### src/rtl/emp_pkg.sv
// Package for the external memory port pin sequencer
package emp_pkg;
    localparam int CLK_PERIOD_NS      = 4;        // Core clock period
    localparam int ADDR_W             = 18;       // Internal address width
    localparam int LOW_ADDR_W         = 15;       // Plain SRAM address lines
    localparam int DRAM_ADDR_W        = 11;       // Multiplexed DRAM lines
    localparam int DATA_W             = 8;        // Full data bus width
    localparam int NIBBLE_W           = 4;        // Narrow data bus width
    localparam int PHASE_CNT_W        = 4;        // Width of phase counter
    localparam logic [3:0] SRAM_STROBE_CYC = 4'h2; // SRAM strobe hold cycles
    localparam logic [3:0] DRAM_PHASE_CYC  = 4'h2; // Cycles per DRAM phase
    localparam logic [LOW_ADDR_W-1:0] ADDR_RST = 15'h7fff; // Address lines high at reset

    // Role of a shared address/select line during SRAM cycles
    typedef enum logic {
        EMP_LINE_ADDR,
        EMP_LINE_CSEL
    } emp_line_mode_t;

    // One access request from the core
    typedef struct packed {
        logic                  write;  // 1 write, 0 read
        logic                  dram;   // 1 DRAM, 0 SRAM
        logic [1:0]            csel;   // SRAM chip select number
        logic [ADDR_W-1:0]     addr;   // Word address
        logic [DATA_W-1:0]     wdata;  // Write data
    } emp_req_t;

    // Static port configuration
    typedef struct packed {
        logic                  narrow;  // 1 four-bit data bus
        emp_line_mode_t        mode15;  // Line 15 role
        emp_line_mode_t        mode16;  // Line 16 role
        emp_line_mode_t        mode17;  // Line 17 role
    } emp_cfg_t;
endpackage

### src/rtl/emp_port.sv
// External memory port pin sequencer for SRAM and DRAM cycles
// Contract
// - DRAM row then column on low eleven lines
// - SRAM drives address bits 0-14 plainly
// - Line 15 is address 15 or select 3
// - Line 16 is address 16 or select 2
// - Line 16 is column strobe for DRAM
// - Line 17 is address 17 or select 1
// - Line 17 is row strobe for DRAM
// - Dedicated output is chip select 0
// - Write strobe only during write cycles
// - Read strobe only during read cycles
// - Data in on read, out on write, else off
// - Four-bit mode keeps upper nibble tri-stated
`timescale 1ns/1ns
module emp_port (
    // Clock and reset
    input  wire  logic                       ref_clk,
    input  wire  logic                       reset,
    // Core side
    input  wire  emp_pkg::emp_cfg_t          cfg,
    input  wire  logic                       req_valid,
    input  wire  emp_pkg::emp_req_t          req,
    output logic                             req_ready,
    output logic                             rsp_valid,
    output logic [emp_pkg::DATA_W-1:0]       rsp_rdata,
    // Memory pins
    output logic [emp_pkg::LOW_ADDR_W-1:0]   mem_addr_low_lines,
    output logic                             mem_addr_bit_fifteen,
    output logic                             mem_addr_bit_sixteen,
    output logic                             mem_addr_bit_seventeen,
    output logic                             mem_chip_sel_zero_n,
    output logic                             mem_write_strobe_n,
    output logic                             mem_read_strobe_n,
    input  wire  logic [emp_pkg::DATA_W-1:0] mem_data_bus_in,
    output logic [emp_pkg::DATA_W-1:0]       mem_data_bus_out,
    output logic [emp_pkg::DATA_W-1:0]       mem_data_bus_oe
);
    import emp_pkg::*;

    // Sequencer states
    typedef enum logic [2:0] {
        ST_IDLE,
        ST_SRAM,
        ST_DRAM_ROW,
        ST_DRAM_COL,
        ST_DONE
    } emp_state_t;

    emp_state_t              state_q;     // Current phase
    emp_req_t                cur_q;       // Latched request
    logic [PHASE_CNT_W-1:0]  cnt_q;       // Cycles left in phase
    logic [DATA_W-1:0]       rdata_q;     // Captured read data

    // Select decode, one-hot, active low
    function automatic logic [3:0] emp_sel_n(input logic [1:0] num);
        logic [3:0] sel;
        sel = 4'hf;
        sel[num] = 1'b0;
        return sel;
    endfunction

    // Lane enable mask; narrow mode never touches the top nibble
    function automatic logic [DATA_W-1:0] emp_lane_mask(input logic narrow);
        return narrow ? {{(DATA_W-NIBBLE_W){1'b0}}, {NIBBLE_W{1'b1}}}
                      : {DATA_W{1'b1}};
    endfunction

    // Phase sequencing; one access at a time, no queue
    always_ff @(posedge ref_clk or posedge reset) begin
        if (reset) begin
            state_q <= ST_IDLE;
            cnt_q   <= '0;
            cur_q   <= '0;
        end else begin
            case (state_q)
                ST_IDLE: begin
                    // Take only while ready shows, so the edge after reset is refused
                    if (req_valid && req_ready) begin
                        cur_q   <= req;
                        cnt_q   <= req.dram ? DRAM_PHASE_CYC : SRAM_STROBE_CYC;
                        state_q <= req.dram ? ST_DRAM_ROW : ST_SRAM;
                    end
                end
                ST_SRAM: begin
                    if (cnt_q == 4'h1) begin
                        state_q <= ST_DONE;
                    end else begin
                        cnt_q <= cnt_q - 4'h1;
                    end
                end
                ST_DRAM_ROW: begin
                    // Row phase then column phase
                    if (cnt_q == 4'h1) begin
                        cnt_q   <= DRAM_PHASE_CYC;
                        state_q <= ST_DRAM_COL;
                    end else begin
                        cnt_q <= cnt_q - 4'h1;
                    end
                end
                ST_DRAM_COL: begin
                    if (cnt_q == 4'h1) begin
                        state_q <= ST_DONE;
                    end else begin
                        cnt_q <= cnt_q - 4'h1;
                    end
                end
                ST_DONE: begin
                    state_q <= ST_IDLE;
                end
                default: begin
                    state_q <= ST_IDLE;
                end
            endcase
        end
    end

    // Next pin values, derived from the state being entered
    emp_state_t              nst;         // State in next cycle
    emp_req_t                nreq;        // Request in next cycle
    logic                    nact;        // Strobe phase next cycle
    logic [3:0]              nsel;        // Selects next cycle, active low
    always_comb begin
        nst  = state_q;
        nreq = cur_q;
        case (state_q)
            ST_IDLE: begin
                if (req_valid && req_ready) begin
                    nreq = req;
                    nst  = req.dram ? ST_DRAM_ROW : ST_SRAM;
                end
            end
            ST_SRAM:     nst = (cnt_q == 4'h1) ? ST_DONE : ST_SRAM;
            ST_DRAM_ROW: nst = (cnt_q == 4'h1) ? ST_DRAM_COL : ST_DRAM_ROW;
            ST_DRAM_COL: nst = (cnt_q == 4'h1) ? ST_DONE : ST_DRAM_COL;
            ST_DONE:     nst = ST_IDLE;
            default:     nst = ST_IDLE;
        endcase
        nact = (nst == ST_SRAM) || (nst == ST_DRAM_ROW) || (nst == ST_DRAM_COL);
        nsel = emp_sel_n(nreq.csel);
    end

    // Address and shared lines; address lines hold last value between cycles, select and strobe roles idle high
    always_ff @(posedge ref_clk or posedge reset) begin
        if (reset) begin
            mem_addr_low_lines     <= ADDR_RST;
            mem_addr_bit_fifteen   <= 1'b1;
            mem_addr_bit_sixteen   <= 1'b1;
            mem_addr_bit_seventeen <= 1'b1;
            mem_chip_sel_zero_n    <= 1'b1;
        end else begin
            // Selects and strobes idle high
            mem_chip_sel_zero_n <= 1'b1;
            if (nst == ST_SRAM) begin
                mem_addr_low_lines <= nreq.addr[LOW_ADDR_W-1:0];
                mem_chip_sel_zero_n <= nsel[0];
                // Shared lines: plain address or select
                mem_addr_bit_fifteen <= (cfg.mode15 == EMP_LINE_CSEL)
                    ? nsel[3] : nreq.addr[15];
                mem_addr_bit_sixteen <= (cfg.mode16 == EMP_LINE_CSEL)
                    ? nsel[2] : nreq.addr[16];
                mem_addr_bit_seventeen <= (cfg.mode17 == EMP_LINE_CSEL)
                    ? nsel[1] : nreq.addr[17];
            end else if (nst == ST_DRAM_ROW) begin
                // Row half on low lines
                mem_addr_low_lines <= {{(LOW_ADDR_W-DRAM_ADDR_W){1'b0}},
                                       nreq.addr[2*DRAM_ADDR_W-1-4 -: DRAM_ADDR_W]};
                mem_addr_bit_seventeen <= 1'b0;
                mem_addr_bit_sixteen   <= 1'b1;
            end else if (nst == ST_DRAM_COL) begin
                // Column half after row
                mem_addr_low_lines <= {{(LOW_ADDR_W-DRAM_ADDR_W){1'b0}},
                                       nreq.addr[DRAM_ADDR_W-1:0]};
                mem_addr_bit_seventeen <= 1'b0;
                mem_addr_bit_sixteen   <= 1'b0;
            end else begin
                // Release DRAM strobes or SRAM-mode selects high
                if (cur_q.dram || cfg.mode16 == EMP_LINE_CSEL) begin
                    mem_addr_bit_sixteen <= 1'b1;
                end
                if (cur_q.dram || cfg.mode17 == EMP_LINE_CSEL) begin
                    mem_addr_bit_seventeen <= 1'b1;
                end
                if (cfg.mode15 == EMP_LINE_CSEL) begin
                    mem_addr_bit_fifteen <= 1'b1;
                end
            end
        end
    end

    // Read and write strobes, only inside an access
    always_ff @(posedge ref_clk or posedge reset) begin
        if (reset) begin
            mem_write_strobe_n <= 1'b1;
            mem_read_strobe_n  <= 1'b1;
        end else begin
            mem_write_strobe_n <= ~(nact && nreq.write);
            mem_read_strobe_n  <= ~(nact && !nreq.write);
        end
    end

    // Data drivers; off whenever no write is under way
    always_ff @(posedge ref_clk or posedge reset) begin
        if (reset) begin
            mem_data_bus_out <= '0;
            mem_data_bus_oe  <= '0;
        end else begin
            mem_data_bus_out <= nreq.wdata & emp_lane_mask(cfg.narrow);
            // Drive only on writes, narrow mask
            mem_data_bus_oe  <= (nact && nreq.write) ? emp_lane_mask(cfg.narrow)
                                                     : {DATA_W{1'b0}};
        end
    end

    // Read capture at last strobe cycle; bus is input then
    always_ff @(posedge ref_clk or posedge reset) begin
        if (reset) begin
            rdata_q <= '0;
        end else if ((state_q == ST_SRAM || state_q == ST_DRAM_COL) &&
                     !cur_q.write && cnt_q == 4'h1) begin
            rdata_q <= mem_data_bus_in & emp_lane_mask(cfg.narrow);
        end
    end
    assign rsp_rdata = rdata_q;

    // Handshake to the core
    always_ff @(posedge ref_clk or posedge reset) begin
        if (reset) begin
            req_ready <= 1'b0;
            rsp_valid <= 1'b0;
        end else begin
            req_ready <= (nst == ST_IDLE);
            rsp_valid <= (state_q != ST_DONE) && (nst == ST_DONE);
        end
    end
endmodule

### config.mk
export PLATFORM = sky130hd
export DESIGN_NAME = emp_port
export DESIGN_NICKNAME = d
export VERILOG_FILES = /design/src/rtl/emp_pkg.sv /design/src/rtl/emp_port.sv
export SDC_FILE = /design/constraint.sdc
export NUM_CORES = 1
export LEC_CHECK = 0
export BUFFER_PORTS_ARGS = -buffer_cell sky130_fd_sc_hd__buf_2
export CAP_MARGIN = 20
export CORE_MARGIN = 4
export CORE_UTILIZATION = 50
export CTS_CLUSTER_DIAMETER = 150
export DETAILED_ROUTE_END_ITERATION = 16
export HOLD_SLACK_MARGIN = 0.03
export PLACE_DENSITY = 0.8
export RECOVER_POWER = 50
export REMOVE_ABC_BUFFERS = 1
export SYNTH_ARGS = -nofsm -noshare
export SYNTH_HDL_FRONTEND = slang
export SYNTH_SLANG_ARGS = --single-unit
### constraint.sdc
create_clock -name ref_clk -period 5.3 [get_ports ref_clk]
set_input_delay 0.53 -clock ref_clk [delete_from_list [all_inputs] [get_ports ref_clk]]
set_output_delay 0.53 -clock ref_clk [all_outputs]
set_load 0.01 [all_outputs]
# Word level (Yosys, flattened, before mapping)
# Cells that the tools add are included.
dict set report op_classes {
  add_sub_neg 1
  n_lt_le_gt_ge 2
  n_eq_ne 15
  muxes 38
  bitwise 5
  n_reduce_logical 26
}
# operator count
set op_table {}
lappend op_table {{30-bit two-way mux} 2}
lappend op_table {{15-bit two-way mux} 3}
lappend op_table {{1-bit two-way mux} 18}
lappend op_table {{8-bit AND} 2}
lappend op_table {{8-bit two-way mux} 2}
lappend op_table {{3-bit two-way mux} 5}
lappend op_table {{3-bit by 2-bit == test with 1-bit output, second input constant} 4}
lappend op_table {{4-bit two-way mux} 3}
lappend op_table {{3-bit case mux with 4 select lines} 1}
lappend op_table {{4-bit case mux with 3 select lines} 1}
lappend op_table {{2-bit != test, second input constant} 5}
lappend op_table {{3-bit case mux with 3 select lines} 1}
lappend op_table {{4-bit nonzero test} 2}
lappend op_table {{1-bit logical AND} 7}
lappend op_table {{3-bit by 1-bit == test with 1-bit output, second input constant} 2}
lappend op_table {{3-bit zero test} 2}
lappend op_table {{3-bit AND reduction} 2}
lappend op_table {{3-bit nonzero test} 2}
lappend op_table {{1-bit logical OR} 5}
lappend op_table {{4-bit by 1-bit == test with 1-bit output, second input constant} 1}
lappend op_table {{4-bit NOT} 1}
lappend op_table {{2-bit AND reduction} 2}
lappend op_table {{4-bit by 1-bit subtractor with 4-bit output, second input constant} 1}
lappend op_table {{3-bit == test, second input constant} 1}
lappend op_table {{other kinds (10)} 12}
dict set report totals {
  reg_bits 84
  inputBits 45
}

# Logic depth before layout (Yosys ltp)
# Gate-level depths: netlist of run 1.
dict set report logic_depth {
  depth_word 10
  depth_mapped 9
  ltp_nobuf 8
}

# Worst setup path after synthesis of run 1
# Ideal clock, no wire load.
dict set report synth_path {
  kind {flip-flop to flip-flop}
  startpoint {reg cnt_q[1]}
  endpoint {reg mem_addr_low_lines[4] in the netlist's numbering}
  setup_time_ns 0.083
  arrival_time_ns 1.677
  required_ns 5.217
  path_slack_ns 3.540
  path_stages_with_launch 10
  synth_period_minus_slack_ns 1.760
  cell_sequence {dfrtp_1 inv_1 ha_1 or3b_1 buf_6 nand2_1 a211o_1 buf_4 nor2b_1 a221o_1}
}
dict set report synth_via {
  elab_chain_len 6
  word_cells_on_any_way 11
  classes_between {4 x eq/ne; 6 x mux; 1 x reduce/logical}
}
# item line
set synth_rtl {}
lappend synth_rtl {{start, declared} emp_port.sv:52} ;# logic [PHASE_CNT_W-1:0] cnt_q;
lappend synth_rtl {{start signal, assigned} emp_port.sv:81} ;# cnt_q <= req.dram ? DRAM_PHASE_CYC : SRAM_STROBE_CYC;
lappend synth_rtl {{start signal, assigned} emp_port.sv:89} ;# cnt_q <= cnt_q - 4'h1;
lappend synth_rtl {{start signal, assigned} emp_port.sv:98} ;# cnt_q <= cnt_q - 4'h1;
lappend synth_rtl {{4-bit by 1-bit == test with 1-bit output *} {emp_port.sv:133, emp_port.sv:134, emp_port.sv:135}}
lappend synth_rtl {{3-bit two-way mux (tied with other cells)} emp_port.sv:135} ;# ST_DRAM_COL: nst = (cnt_q == 4'h1) ? ST_DONE : ST_DRAM_COL;
lappend synth_rtl {{3-bit case mux with 4 select lines *} emp_port.sv:126} ;# case (state_q)
lappend synth_rtl {{3-bit by 2-bit == test with 1-bit output} emp_port.sv:164} ;# end else if (nst == ST_DRAM_ROW) begin
lappend synth_rtl {{15-bit two-way mux} emp_port.sv:164}
lappend synth_rtl {{15-bit two-way mux} emp_port.sv:154} ;# if (nst == ST_SRAM) begin
lappend synth_rtl {{end signal, assigned} emp_port.sv:155} ;# mem_addr_low_lines <= nreq.addr[LOW_ADDR_W-1:0];
lappend synth_rtl {{end signal, assigned} emp_port.sv:166} ;# mem_addr_low_lines <= {{(LOW_ADDR_W-DRAM_ADDR_W){1'b0}},
lappend synth_rtl {{end signal, assigned} emp_port.sv:172} ;# mem_addr_low_lines <= {{(LOW_ADDR_W-DRAM_ADDR_W){1'b0}},
lappend synth_rtl {{end, declared} emp_port.sv:28} ;# output logic [emp_pkg::LOW_ADDR_W-1:0] mem_addr_low_lines,
# Every way passes the cells marked *; elsewhere a longest branch is shown, timed or not.
# A chain may end at the register's enable or synchronous reset.

# Final worst setup path of run 1
dict set report layout_path {
  startpoint {reg cnt_q[1]}
  endpoint {reg mem_addr_low_lines[6] in the netlist's numbering}
}
# The elaborated chain is that of the path after synthesis.

==> reports/metrics.csv, run 1 <==
stage;metric;value;unit
run_status;outcome;completed;
synthesis;top-area cell type share of the netlist area;40.9;%
floorplanning;initial core utilization;51.3;%
critical_path;CP cell instances;inv_1 -> ha_1 -> nand4bb_1 -> o21a_1 -> o21ai_2 -> inv_4 -> a221o_1;
critical_path;CP delay by family, top;compound AO/OA/AOI/OAI gates;
grt;first-pass GRT wire length;11.0;mm
timing;FMAX;461;MHz
clocking;CTS buffer count;9;
final_layout;fillers;542;
synthesis;largest family of logic cells by synthesized area;simple AND/OR/NAND/NOR gates;
synthesis;number of synthesis warnings;0;
power_and_ir_drop;Flop pwr share;42.3;%
floorplanning;core area;0.00631;mm2
clocking;CTS hold repair buffers;0;
job;Max Cap Viol;0;
synthesis;Syn Area/Cell;11.1;um2
timing;worst clock skew;0.0126;ns
synthesis;mux share of post-synthesis cell area;7.83;%
power_and_ir_drop;Pleak;0.00189;uW
place;dpl cell area;0.00362;mm2
floorplanning;Die H;88.5;um
detailed_routing;met2 wire len;3.15;mm
critical_path;crit path max-delay cell type;o21ai_2;
detailed_routing;met3 WL;537;um
timing;fin crit period;2.17;ns
place;HPWL Detailed;4.95;mm
clocking;CTS tree;built;
timing;worst slew pin tran;0.963;ns
clocking;H-tree depth;3;
clocking;clk slew on worst S/H paths;0.08;ns
timing;final cycle utilization of the critical path;40.9;%
synthesis;EDFF count, synth;0;
detailed_routing;via count;2333;
final_layout;fin area;0.00379;mm2
detailed_routing;Top Metal Used;met4;
power_and_ir_drop;Comb pwr share;39.3;%
synthesis;Syn Inst Count;292;
final_layout;share of layout cells above drive strength 1;36.2;%
timing;Hold Fails Final Rpt;0;
power_and_ir_drop;Clock power frac;18.4;%
clocking;Post-CTS Setup Bufs;0;
synthesis;Netlist cell types;47;
timing;Min Hold Slack;0.365;ns
synthesis;Simple-Gate Fraction of Synth Area;19.3;%
grt;largest net degree at the start of global routing;49;
synthesis;Synth Flop Type;dfrtp_1;
grt;GRT Residual Overflow;0;
synthesis;adder-cell area share of the yosys netlist;0.772;%
timing;Max-slew headroom;35.7;%
synthesis;Syn Std Cell Area;0.00324;mm2
detailed_routing;DRT Wirelength;6.85;mm
synthesis;post-synthesis register bit count;74;
clocking;clk buf depth;2;
detailed_routing;residual DRC count;0;
power_and_ir_drop;Pint;1530;uW
power_and_ir_drop;Pwr Density;644;mW/mm2
critical_path;worst-path fanout max;13;
grt;vias in the first global route;2260;
detailed_routing;DRT antenna net count;0;
synthesis;cell taking the most area after synthesis;dfrtp_1;
critical_path;CP Data Required Time;5.58;ns
detailed_routing;M1 WL;3.05;mm
detailed_routing;DR iter-0 viols;145;
critical_path;Buf/Inv on CP;2;
hold_path;worst hold-check path type;input port to flip-flop;
timing;final setup violation count;0;
floorplanning;Core Rows;29;
clocking;CTS Root Cell;clkbuf_8;
synthesis;post-synthesis xor/xnor area fraction;0;%
grt;antenna violations before repair;0;
critical_path;CP Class;flip-flop to flip-flop;
critical_path;startpoint types;flip-flop;
power_and_ir_drop;maximum vdd drop;0.385;mV
final_layout;Area growth, synth to finish;17.0;%
clocking;post-cts sizing count;0;
floorplanning;Ports;92;
clocking;count of clock tree sinks;74;
critical_path;Largest stage delay, worst path;0.53;ns
floorplanning;die area;0.00784;mm2
power_and_ir_drop;Sw Ratio;37.6;%
place;GP Congestion;0.767;
detailed_routing;drt pass-1 iters;4;
floorplanning;Die W;88.5;um
place;PortBufs;91;
clocking;later-pin clock latency in the skew report;0.35;ns
grt;Tot GR Track Use;18.6;%
final_layout;Nets;418;
synthesis;ranking of synthesized cells by area;dfrtp_1 41%, dfstp_2 17%, nand2_1 6.8%;
timing;RSZ-0062 raised after global routing;no;
timing;total negative slack;0;ns
critical_path;WP data arrival;2.45;ns
final_layout;ant diodes;0;
synthesis;share of flip-flops with an asynchronous set or reset;100;%
synthesis;post-synthesis sequential area ratio;57.9;%
power_and_ir_drop;Net Sw Power;918;uW
detailed_routing;via/cell ratio;5.15;
detailed_routing;Avg WL per Cell;15.1;um
synthesis;Compound-Gate Fraction of Synth Area;7.37;%
critical_path;Setup crit end kind;flip-flop;
timing;Slew Limit Fails;0;
## power by group through the flow
stage               clock, uW  sequential, uW  combinational [uW]
global route              486            1060                1090
finish                    449            1030                 959
floorplan                   0            1090                 590
CTS                       457            1030                 989
detailed placement          0            1040                 987
global placement            0            1030                 957
## cell type report
class                           count  area [um2]  share of cell area [%]
Clock inverter                      5        62.6                    1.65
Sequential cell                    74        1880                    49.5
Multi-Input combinational cell    185        1140                    30.1
Clock buffer                       11         141                    3.73
Inverter                            9        36.3                   0.956
Timing Repair Buffer               92         437                    11.5
Tap cell                           77        96.3                    2.54
## worst paths after layout
check / depth (start not counted) / from / to / slack, ns
max in group asynchronous: 3 / reset / cur_q[28] / 3.77
worst max-delay path: 7 / cnt_q[1] / mem_addr_low_lines[6] / 3.13
min in group asynchronous: 2 / reset / rsp_rdata[5] / 0.38
worst max register to register: 7 / cnt_q[1] / mem_addr_low_lines[6] / 3.13
worst min-delay path: 3 / req[3] / mem_data_bus_out[3] / 0.36
worst min register to register: 2 / rsp_rdata[7] / rsp_rdata[7] / 0.47
## tightest hold or removal path: stages
cell,delay [ns]
buf_2,0.07
nand2_1,0.04
nand2_1,0.04
## flip-flops by register name, summed over array words and instances, names as in the netlist, 2 cells and up
signal / cells
cnt_q: 4
cur_q: 26
mem_addr_low_lines: 15
mem_data_bus_oe: 2
mem_data_bus_out: 8
rsp_rdata: 8
state_q: 3
## cells by family after synthesis
family,after synthesis
multiplexers,20
adder cells (fa/ha/maj),2
buffers and inverters,33
AO/OA/AOI/OAI,31
flip-flops,74
AND/OR/NAND/NOR,132
## synth_stat cells (all sizes together) (2+ instances only)
cell type and instances:
dfrtp 53, ha 2, mux2 19, nand2 61
nor2 32, nor2b 7, a21oi 4, dfstp 21
nand3 3, a221o 3, buf 23, or3 3
o21ai 2, inv 9, nor3 7, nand3b 7
o22ai 8, nand4b 3, a31oi 6
## cells in the final DEF, fill, tap and decap left out, types with 2 or more instances in the layout
cell type,n
mux2_2,11
mux2_4,8
ha_1,2
nor2_1,32
nand3b_1,7
dfrtp_1,53
dfstp_2,21
or3_1,3
clkinvlp_4,2
inv_1,8
a221o_1,3
a31oi_1,5
o22ai_1,8
nor2b_1,7
nand2_1,59
buf_2,70
nand4b_1,3
nor3_1,7
a21oi_1,4
clkbuf_8,10
nand3_1,3
clkbuf_1,22
## per-layer routing
metal | up-vias | track usage, %
li1 | 1126 | -
met1 | 1117 | 25.6
met2 | 81 | 28.9
met3 | 9 | 3.91
met4 | 0 | 7.83
met5 | - | 0
## per-stage QoR
step | util, % | setup slack (ns) | power [uW] | std cells
4_1_cts | 60.5 | 3.13 | 2480 | 453
6_report | 60.1 | 3.13 | 2440 | 453
2_1_floorplan | - | 2.92 | 1680 | 268
3_3_place_gp | 57.3 | 3.19 | 1990 | 437
3_5_place_dp | 57.3 | 3.13 | 2030 | 437
5_1_grt | 60.1 | 2.92 | 2640 | 453
Note: power is estimated with default switching activity, not from simulation.
==> run 2: changes to the inputs <==
==> constraint.sdc (replaced) <==
create_clock -name ref_clk -period 2.27 [get_ports ref_clk]
set_input_delay 0.227 -clock ref_clk [delete_from_list [all_inputs] [get_ports ref_clk]]
set_output_delay 0.227 -clock ref_clk [all_outputs]
set_load 0.01 [all_outputs]
==> run 2 against run 1 <==
  * Final cell count grew 1.3%
  * First-iteration DRC count rose by 4.1%
  * Global-route usage rose by 0.50 points
  * Total power up 130%
  * Setup slack got worse by 3.0 ns
  * Hold slack got worse by 0.30 ns
  * Sequential share of layout area shrank 0.37 points
  * Die area unchanged
  * Maximum frequency grew 2.8%
  * Largest cell class unchanged
==> reports/metrics.csv, run 2 (same netlist as run 1, synthesis figures left out) <==
stage;metric;value;unit
final_layout;Multi-input gate area;0.00114;mm2
critical_path;CP Class;flip-flop to flip-flop;
detailed_routing;met3 WL;634;um
timing;total negative slack;0;ns
detailed_routing;DR iter-0 viols;151;
final_layout;Area growth, synth to finish;17.9;%
timing;final setup violation count;0;
final_layout;max reg flops;26;
final_layout;most frequent cells in the layout;68 x buf_2, 59 x nand2_1, 53 x dfrtp_1, 32 x nor2_1, 25 x clkbuf_1;
power_and_ir_drop;Pwr Density;1490;mW/mm2
floorplanning;initial core utilization;51.3;%
floorplanning;Die W;88.5;um
final_layout;share of layout cells above drive strength 1;36.1;%
power_and_ir_drop;Pwr Total;5680;uW
clocking;clk buf depth;2;
floorplanning;Ports;92;
critical_path;startpoint types;flip-flop;
grt;antenna violations before repair;0;
final_layout;largest registers;cur_q: 26 flops, mem_addr_low_lines: 15 flops;
clocking;CTS tree;built;
place;HPWL Detailed;4.98;mm
job;Max Cap Viol;0;
timing;RSZ-0062 raised after global routing;no;
detailed_routing;via/cell ratio;5.18;
clocking;post-cts sizing count;0;
floorplanning;die area;0.00784;mm2
place;PortBufs;91;
final_layout;fin area;0.00382;mm2
critical_path;worst reg-to-reg setup slack;0.16;ns
timing;Min Hold Slack;0.0676;ns
detailed_routing;via count;2377;
detailed_routing;met2 wire len;3.35;mm
detailed_routing;DRT antenna net count;0;
clocking;Post-CTS Setup Bufs;0;
grt;Tot GR Track Use;19.1;%
critical_path;Setup crit end kind;flip-flop;
grt;largest net degree at the start of global routing;75;
timing;Hold Fails Final Rpt;0;
detailed_routing;Top Metal Used;met4;
power_and_ir_drop;maximum vdd drop;0.858;mV
power_and_ir_drop;Pleak;0.00191;uW
detailed_routing;residual DRC count;0;
detailed_routing;DRT Wirelength;7.02;mm
hold_path;worst hold-check path type;input port to flip-flop;
detailed_routing;Avg WL per Cell;15.3;um
critical_path;worst-path fanout max;11;
timing;worst clock skew;0.00666;ns
clocking;clk slew on worst S/H paths;0.07;ns
floorplanning;core area;0.00631;mm2
timing;worst slew pin tran;0.968;ns
final_layout;largest reg by FF count;cur_q;
detailed_routing;M1 WL;2.97;mm
final_layout;fillers;550;
final_layout;Nets;424;
grt;GRT Residual Overflow;0;
final_layout;ant diodes;0;
grt;first-pass GRT wire length;11.2;mm
clocking;H-tree depth;3;
timing;FMAX;474;MHz
timing;Max-slew headroom;35.5;%
final_layout;Register Area;0.00188;mm2
timing;fin crit period;2.11;ns
place;GP Congestion;0.802;
clocking;CTS buffer count;9;
clocking;CTS Root Cell;clkbuf_8;
detailed_routing;drt pass-1 iters;4;
clocking;later-pin clock latency in the skew report;0.35;ns
critical_path;WP data arrival;2.39;ns
critical_path;CP Data Required Time;2.55;ns
grt;vias in the first global route;2303;
clocking;count of clock tree sinks;74;
final_layout;most common cell after layout, fill and taps aside;buf_2;
timing;final cycle utilization of the critical path;92.9;%
run_status;outcome;completed;
floorplanning;Die H;88.5;um
timing;Slew Limit Fails;0;
floorplanning;Core Rows;29;
place;dpl cell area;0.00367;mm2
[run 2: cell count changes in the layout (fill, tap and decap cells not counted), moves of 2 or more]
cell	previous run	this run
buf_2	70	68
clkbuf_1	22	25
buf_4	1	5
clkinv_2	0	2
[run 2: power breakdown]
| part | total [uW] | leakage [uW] | switching (uW) | internal, uW |
|---|---|---|---|---|
| registers | 2380 | 0.000875 | 311 | 2070 |
| logic | 2320 | 0.000940 | 1350 | 970 |
| clock network | 978 | 0.0000933 | 471 | 506 |
| total | 5680 | 0.00191 | 2130 | 3550 |
[run 2: area by class of cell]
type	instances	share of cell area (%)
Timing Repair Buffer	98	12.6
Clock buffer	11	3.44
Clock inverter	5	1.47
Sequential cell	74	49.1
Inverter	9	0.949
Multi-Input combinational cell	185	29.9
Tap cell	77	2.52
[run 2: per-stage QoR]
step,std cells,util (%),setup slack [ns]
global route,459,60.5,0.00772
CTS,459,61.2,0.183
floorplan,268,-,0.196
detailed placement,442,58.1,0.183
global placement,442,58.1,0.318
finish,459,60.5,0.161
[run 2: timing repair]
item | in CTS | in global routing
endpoints found under the setup margin | 0 | 0
endpoints found under the hold margin | 53 | 0
hold buffers | 1 | 0
[run 2: worst max-delay path, stage by stage, from the launching register on]
cell and delay, ns:
dfrtp_1 0.40, inv_1 0.08, ha_1 0.16, or3b_1 0.50, nand2_1 0.12, a211o_1 0.40
nor2b_1 0.10, a221o_1 0.27
[run 2: final timing paths]
| path | start | endpoint | cells after the start |
|---|---|---|---|
| setup reg to reg | cnt_q[1] | mem_addr_low_lines[5] | 7 |
| min in group asynchronous | reset | mem_data_bus_out[4] | 4 |
| max in group asynchronous | reset | rsp_rdata[3] | 4 |
| hold / removal | req[3] | mem_data_bus_out[3] | 3 |
| setup / recovery | cnt_q[1] | mem_addr_low_lines[5] | 7 |
| hold reg to reg | cur_q[6] | cur_q[6] | 2 |
[run 2: per-layer routing]
layer / global-route usage [%] / vias up
met1: 24.2 / 1140
met3: 7.64 / 8
met5: 0 / -
met4: 4.53 / 0
met2: 31.1 / 87
li1: - / 1142
==> run 3: changes to the inputs <==
--- a/config.mk
+++ b/config.mk
@@ -5,6 +5,7 @@
 export SDC_FILE = /design/constraint.sdc
 export NUM_CORES = 1
 export LEC_CHECK = 0
+export ABC_CLOCK_PERIOD_IN_PS = 2270
 export BUFFER_PORTS_ARGS = -buffer_cell sky130_fd_sc_hd__buf_2
 export CAP_MARGIN = 20
 export CORE_MARGIN = 4
@@ -15,6 +16,7 @@
 export PLACE_DENSITY = 0.8
 export RECOVER_POWER = 50
 export REMOVE_ABC_BUFFERS = 1
+export SETUP_SLACK_MARGIN = 0.5
 export SYNTH_ARGS = -nofsm -noshare
 export SYNTH_HDL_FRONTEND = slang
 export SYNTH_SLANG_ARGS = --single-unit
==> constraint.sdc (replaced) <==
create_clock -name ref_clk -period 2.27 [get_ports ref_clk]
set_input_delay 0 -clock ref_clk [delete_from_list [all_inputs] [get_ports ref_clk]]
set_output_delay 0 -clock ref_clk [all_outputs]
set_load 0.01 [all_outputs]
==> run 3 against run 2 <==
  * First-iteration DRC count down 26%
  * Largest power group is now combinational cells
  * Global-route usage rose by 2.3 points
  * Utilization rose by 11 points
  * Sequential share of layout area is 7.6 points lower
==> reports/metrics.csv, run 3 (same netlist as run 1, synthesis figures left out) <==
stage;metric;value;unit
final_layout;largest reg by FF count;cur_q;
final_layout;Nets;482;
clocking;clk slew on worst S/H paths;0.08;ns
grt;GRT Residual Overflow;0;
clocking;CTS Root Cell;clkbuf_8;
detailed_routing;residual DRC count;0;
power_and_ir_drop;Clock power frac;16.1;%
floorplanning;Die W;88.5;um
power_and_ir_drop;Sw Ratio;38.8;%
power_and_ir_drop;Pleak;0.00213;uW
critical_path;worst-path fanout max;7;
critical_path;FF-to-FF path depth;8;
clocking;clk buf depth;2;
timing;Min Hold Slack;0.0483;ns
timing;RSZ-0062 raised after global routing;yes;
final_layout;most frequent cells in the layout;58 x nand2_1, 52 x dfrtp_1, 51 x buf_2, 42 x clkbuf_1, 42 x dlygate4sd3_1;
grt;Tot GR Track Use;21.5;%
detailed_routing;DRT antenna net count;0;
timing;final setup violation count;0;
critical_path;WP data arrival;2.15;ns
floorplanning;core area;0.00631;mm2
timing;worst slew pin tran;1.15;ns
clocking;count of clock tree sinks;74;
power_and_ir_drop;Comb pwr share;47.0;%
floorplanning;Die H;88.5;um
timing;FMAX;531;MHz
final_layout;share of layout cells above drive strength 1;35.0;%
detailed_routing;via/cell ratio;5.30;
final_layout;largest registers;cur_q: 26 flops, mem_addr_low_lines: 15 flops;
detailed_routing;drt pass-1 iters;4;
final_layout;max reg flops;26;
hold_path;WHS Path Cells;3;
timing;total negative slack;0;ns
job;Max Cap Viol;0;
detailed_routing;DR iter-0 viols;111;
floorplanning;die area;0.00784;mm2
grt;antenna violations before repair;0;
timing;fin crit period;1.88;ns
timing;worst clock skew;0.0108;ns
detailed_routing;Avg WL per Cell;17.1;um
detailed_routing;DRT Wirelength;8.85;mm
clocking;H-tree depth;3;
clocking;CTS buffer count;9;
timing;Hold Fails Final Rpt;0;
power_and_ir_drop;Flop pwr share;36.9;%
clocking;CTS tree;built;
run_status;outcome;completed;
critical_path;CP Class;flip-flop to flip-flop;
clocking;later-pin clock latency in the skew report;0.36;ns
critical_path;Setup crit end kind;flip-flop;
grt;largest net degree at the start of global routing;32;
grt;first-pass GRT wire length;12.6;mm
power_and_ir_drop;Pint;3990;uW
grt;vias in the first global route;2631;
place;PortBufs;91;
detailed_routing;via count;2739;
final_layout;fillers;465;
floorplanning;Core Rows;29;
place;GP Congestion;0.838;
final_layout;ant diodes;0;
timing;final cycle utilization of the critical path;83.0;%
place;HPWL Detailed;5.13;mm
final_layout;Area growth, synth to finish;39.6;%
timing;Slew Limit Fails;0;
critical_path;startpoint types;flip-flop;
power_and_ir_drop;Net Sw Power;2530;uW
power_and_ir_drop;Pwr Total;6520;uW
power_and_ir_drop;maximum vdd drop;0.954;mV
floorplanning;initial core utilization;51.3;%
critical_path;CP Data Required Time;2.54;ns
floorplanning;Ports;92;
hold_path;worst hold-check path type;input port to flip-flop;
timing;Max-slew headroom;23.5;%
power_and_ir_drop;Pwr Density;1440;mW/mm2
final_layout;most common cell after layout, fill and taps aside;nand2_1;
==> run 3: power groups by stage <==
stage / Sequential, uW / Clock, uW / Combinational, uW
finish: 2410 / 1050 / 3060
global route: 2460 / 1130 / 3320
CTS: 2400 / 1070 / 2630
detailed placement: 2400 / 0 / 2370
global placement: 2380 / 0 / 2310
floorplan: 2550 / 0 / 1380
==> run 3: layer usage <==
layer  part of all wire [%]  global-route usage (%)
met1                     38                    24.9
met2                     51                    37.3
met3                    7.7                    5.87
met4                    2.7                    9.34
met5                      0                       0
==> run 3: path summary, 6_finish.rpt <==
path	start	to	slack [ns]
min in group asynchronous	reset	rsp_rdata[0]	0.49
hold / removal	cfg[1]	mem_addr_bit_sixteen	0.05
setup / recovery	cnt_q[0]	mem_addr_bit_fifteen	0.39
max in group asynchronous	reset	state_q[0]	0.61
hold reg to reg	rsp_rdata[7]	rsp_rdata[7]	0.47
setup reg to reg	cnt_q[0]	mem_addr_bit_fifteen	0.39
==> run 3: per-stage QoR <==
step / instance area, um2 / std cells / setup slack, ns / utilization (%)
after floorplan: 3060 / 268 / 0.423 / -
after global placement: 3660 / 443 / 0.319 / 58.0
after detailed placement: 3660 / 443 / 0.223 / 58.0
after CTS: 4390 / 507 / 0.506 / 69.5
after global routing: 4530 / 517 / 0.293 / 71.7
final: 4530 / 517 / 0.386 / 71.7
==> run 3: critical path, stage by stage (launching register included) <==
cell	delay, ns
dfrtp_1	0.41
ha_1	0.22
nand4bb_1	0.12
clkbuf_1	0.31
a22oi_2	0.14
or2_4	0.26
inv_2	0.13
a21o_1	0.10
o221ai_1	0.11
==> run 3: area by class of cell <==
class	count	area (um2)	area share (%)
timing repair buffer	154	1010	22.4
tap	77	96.3	2.13
multi-input combinational	187	1300	28.6
sequential	74	1880	41.5
clock buffer	12	155	3.43
inverter	9	36.3	0.802
clock inverter	4	50.0	1.11
==> run 3: what timing repair did <==
item	in CTS	in global routing
cloned	1	2
pin swaps	1	12
gates resized for setup	11	26
buffers inserted	5	8
hold buffers	42	0
endpoints found under the hold margin	79	0
endpoints found under the setup margin	25	21
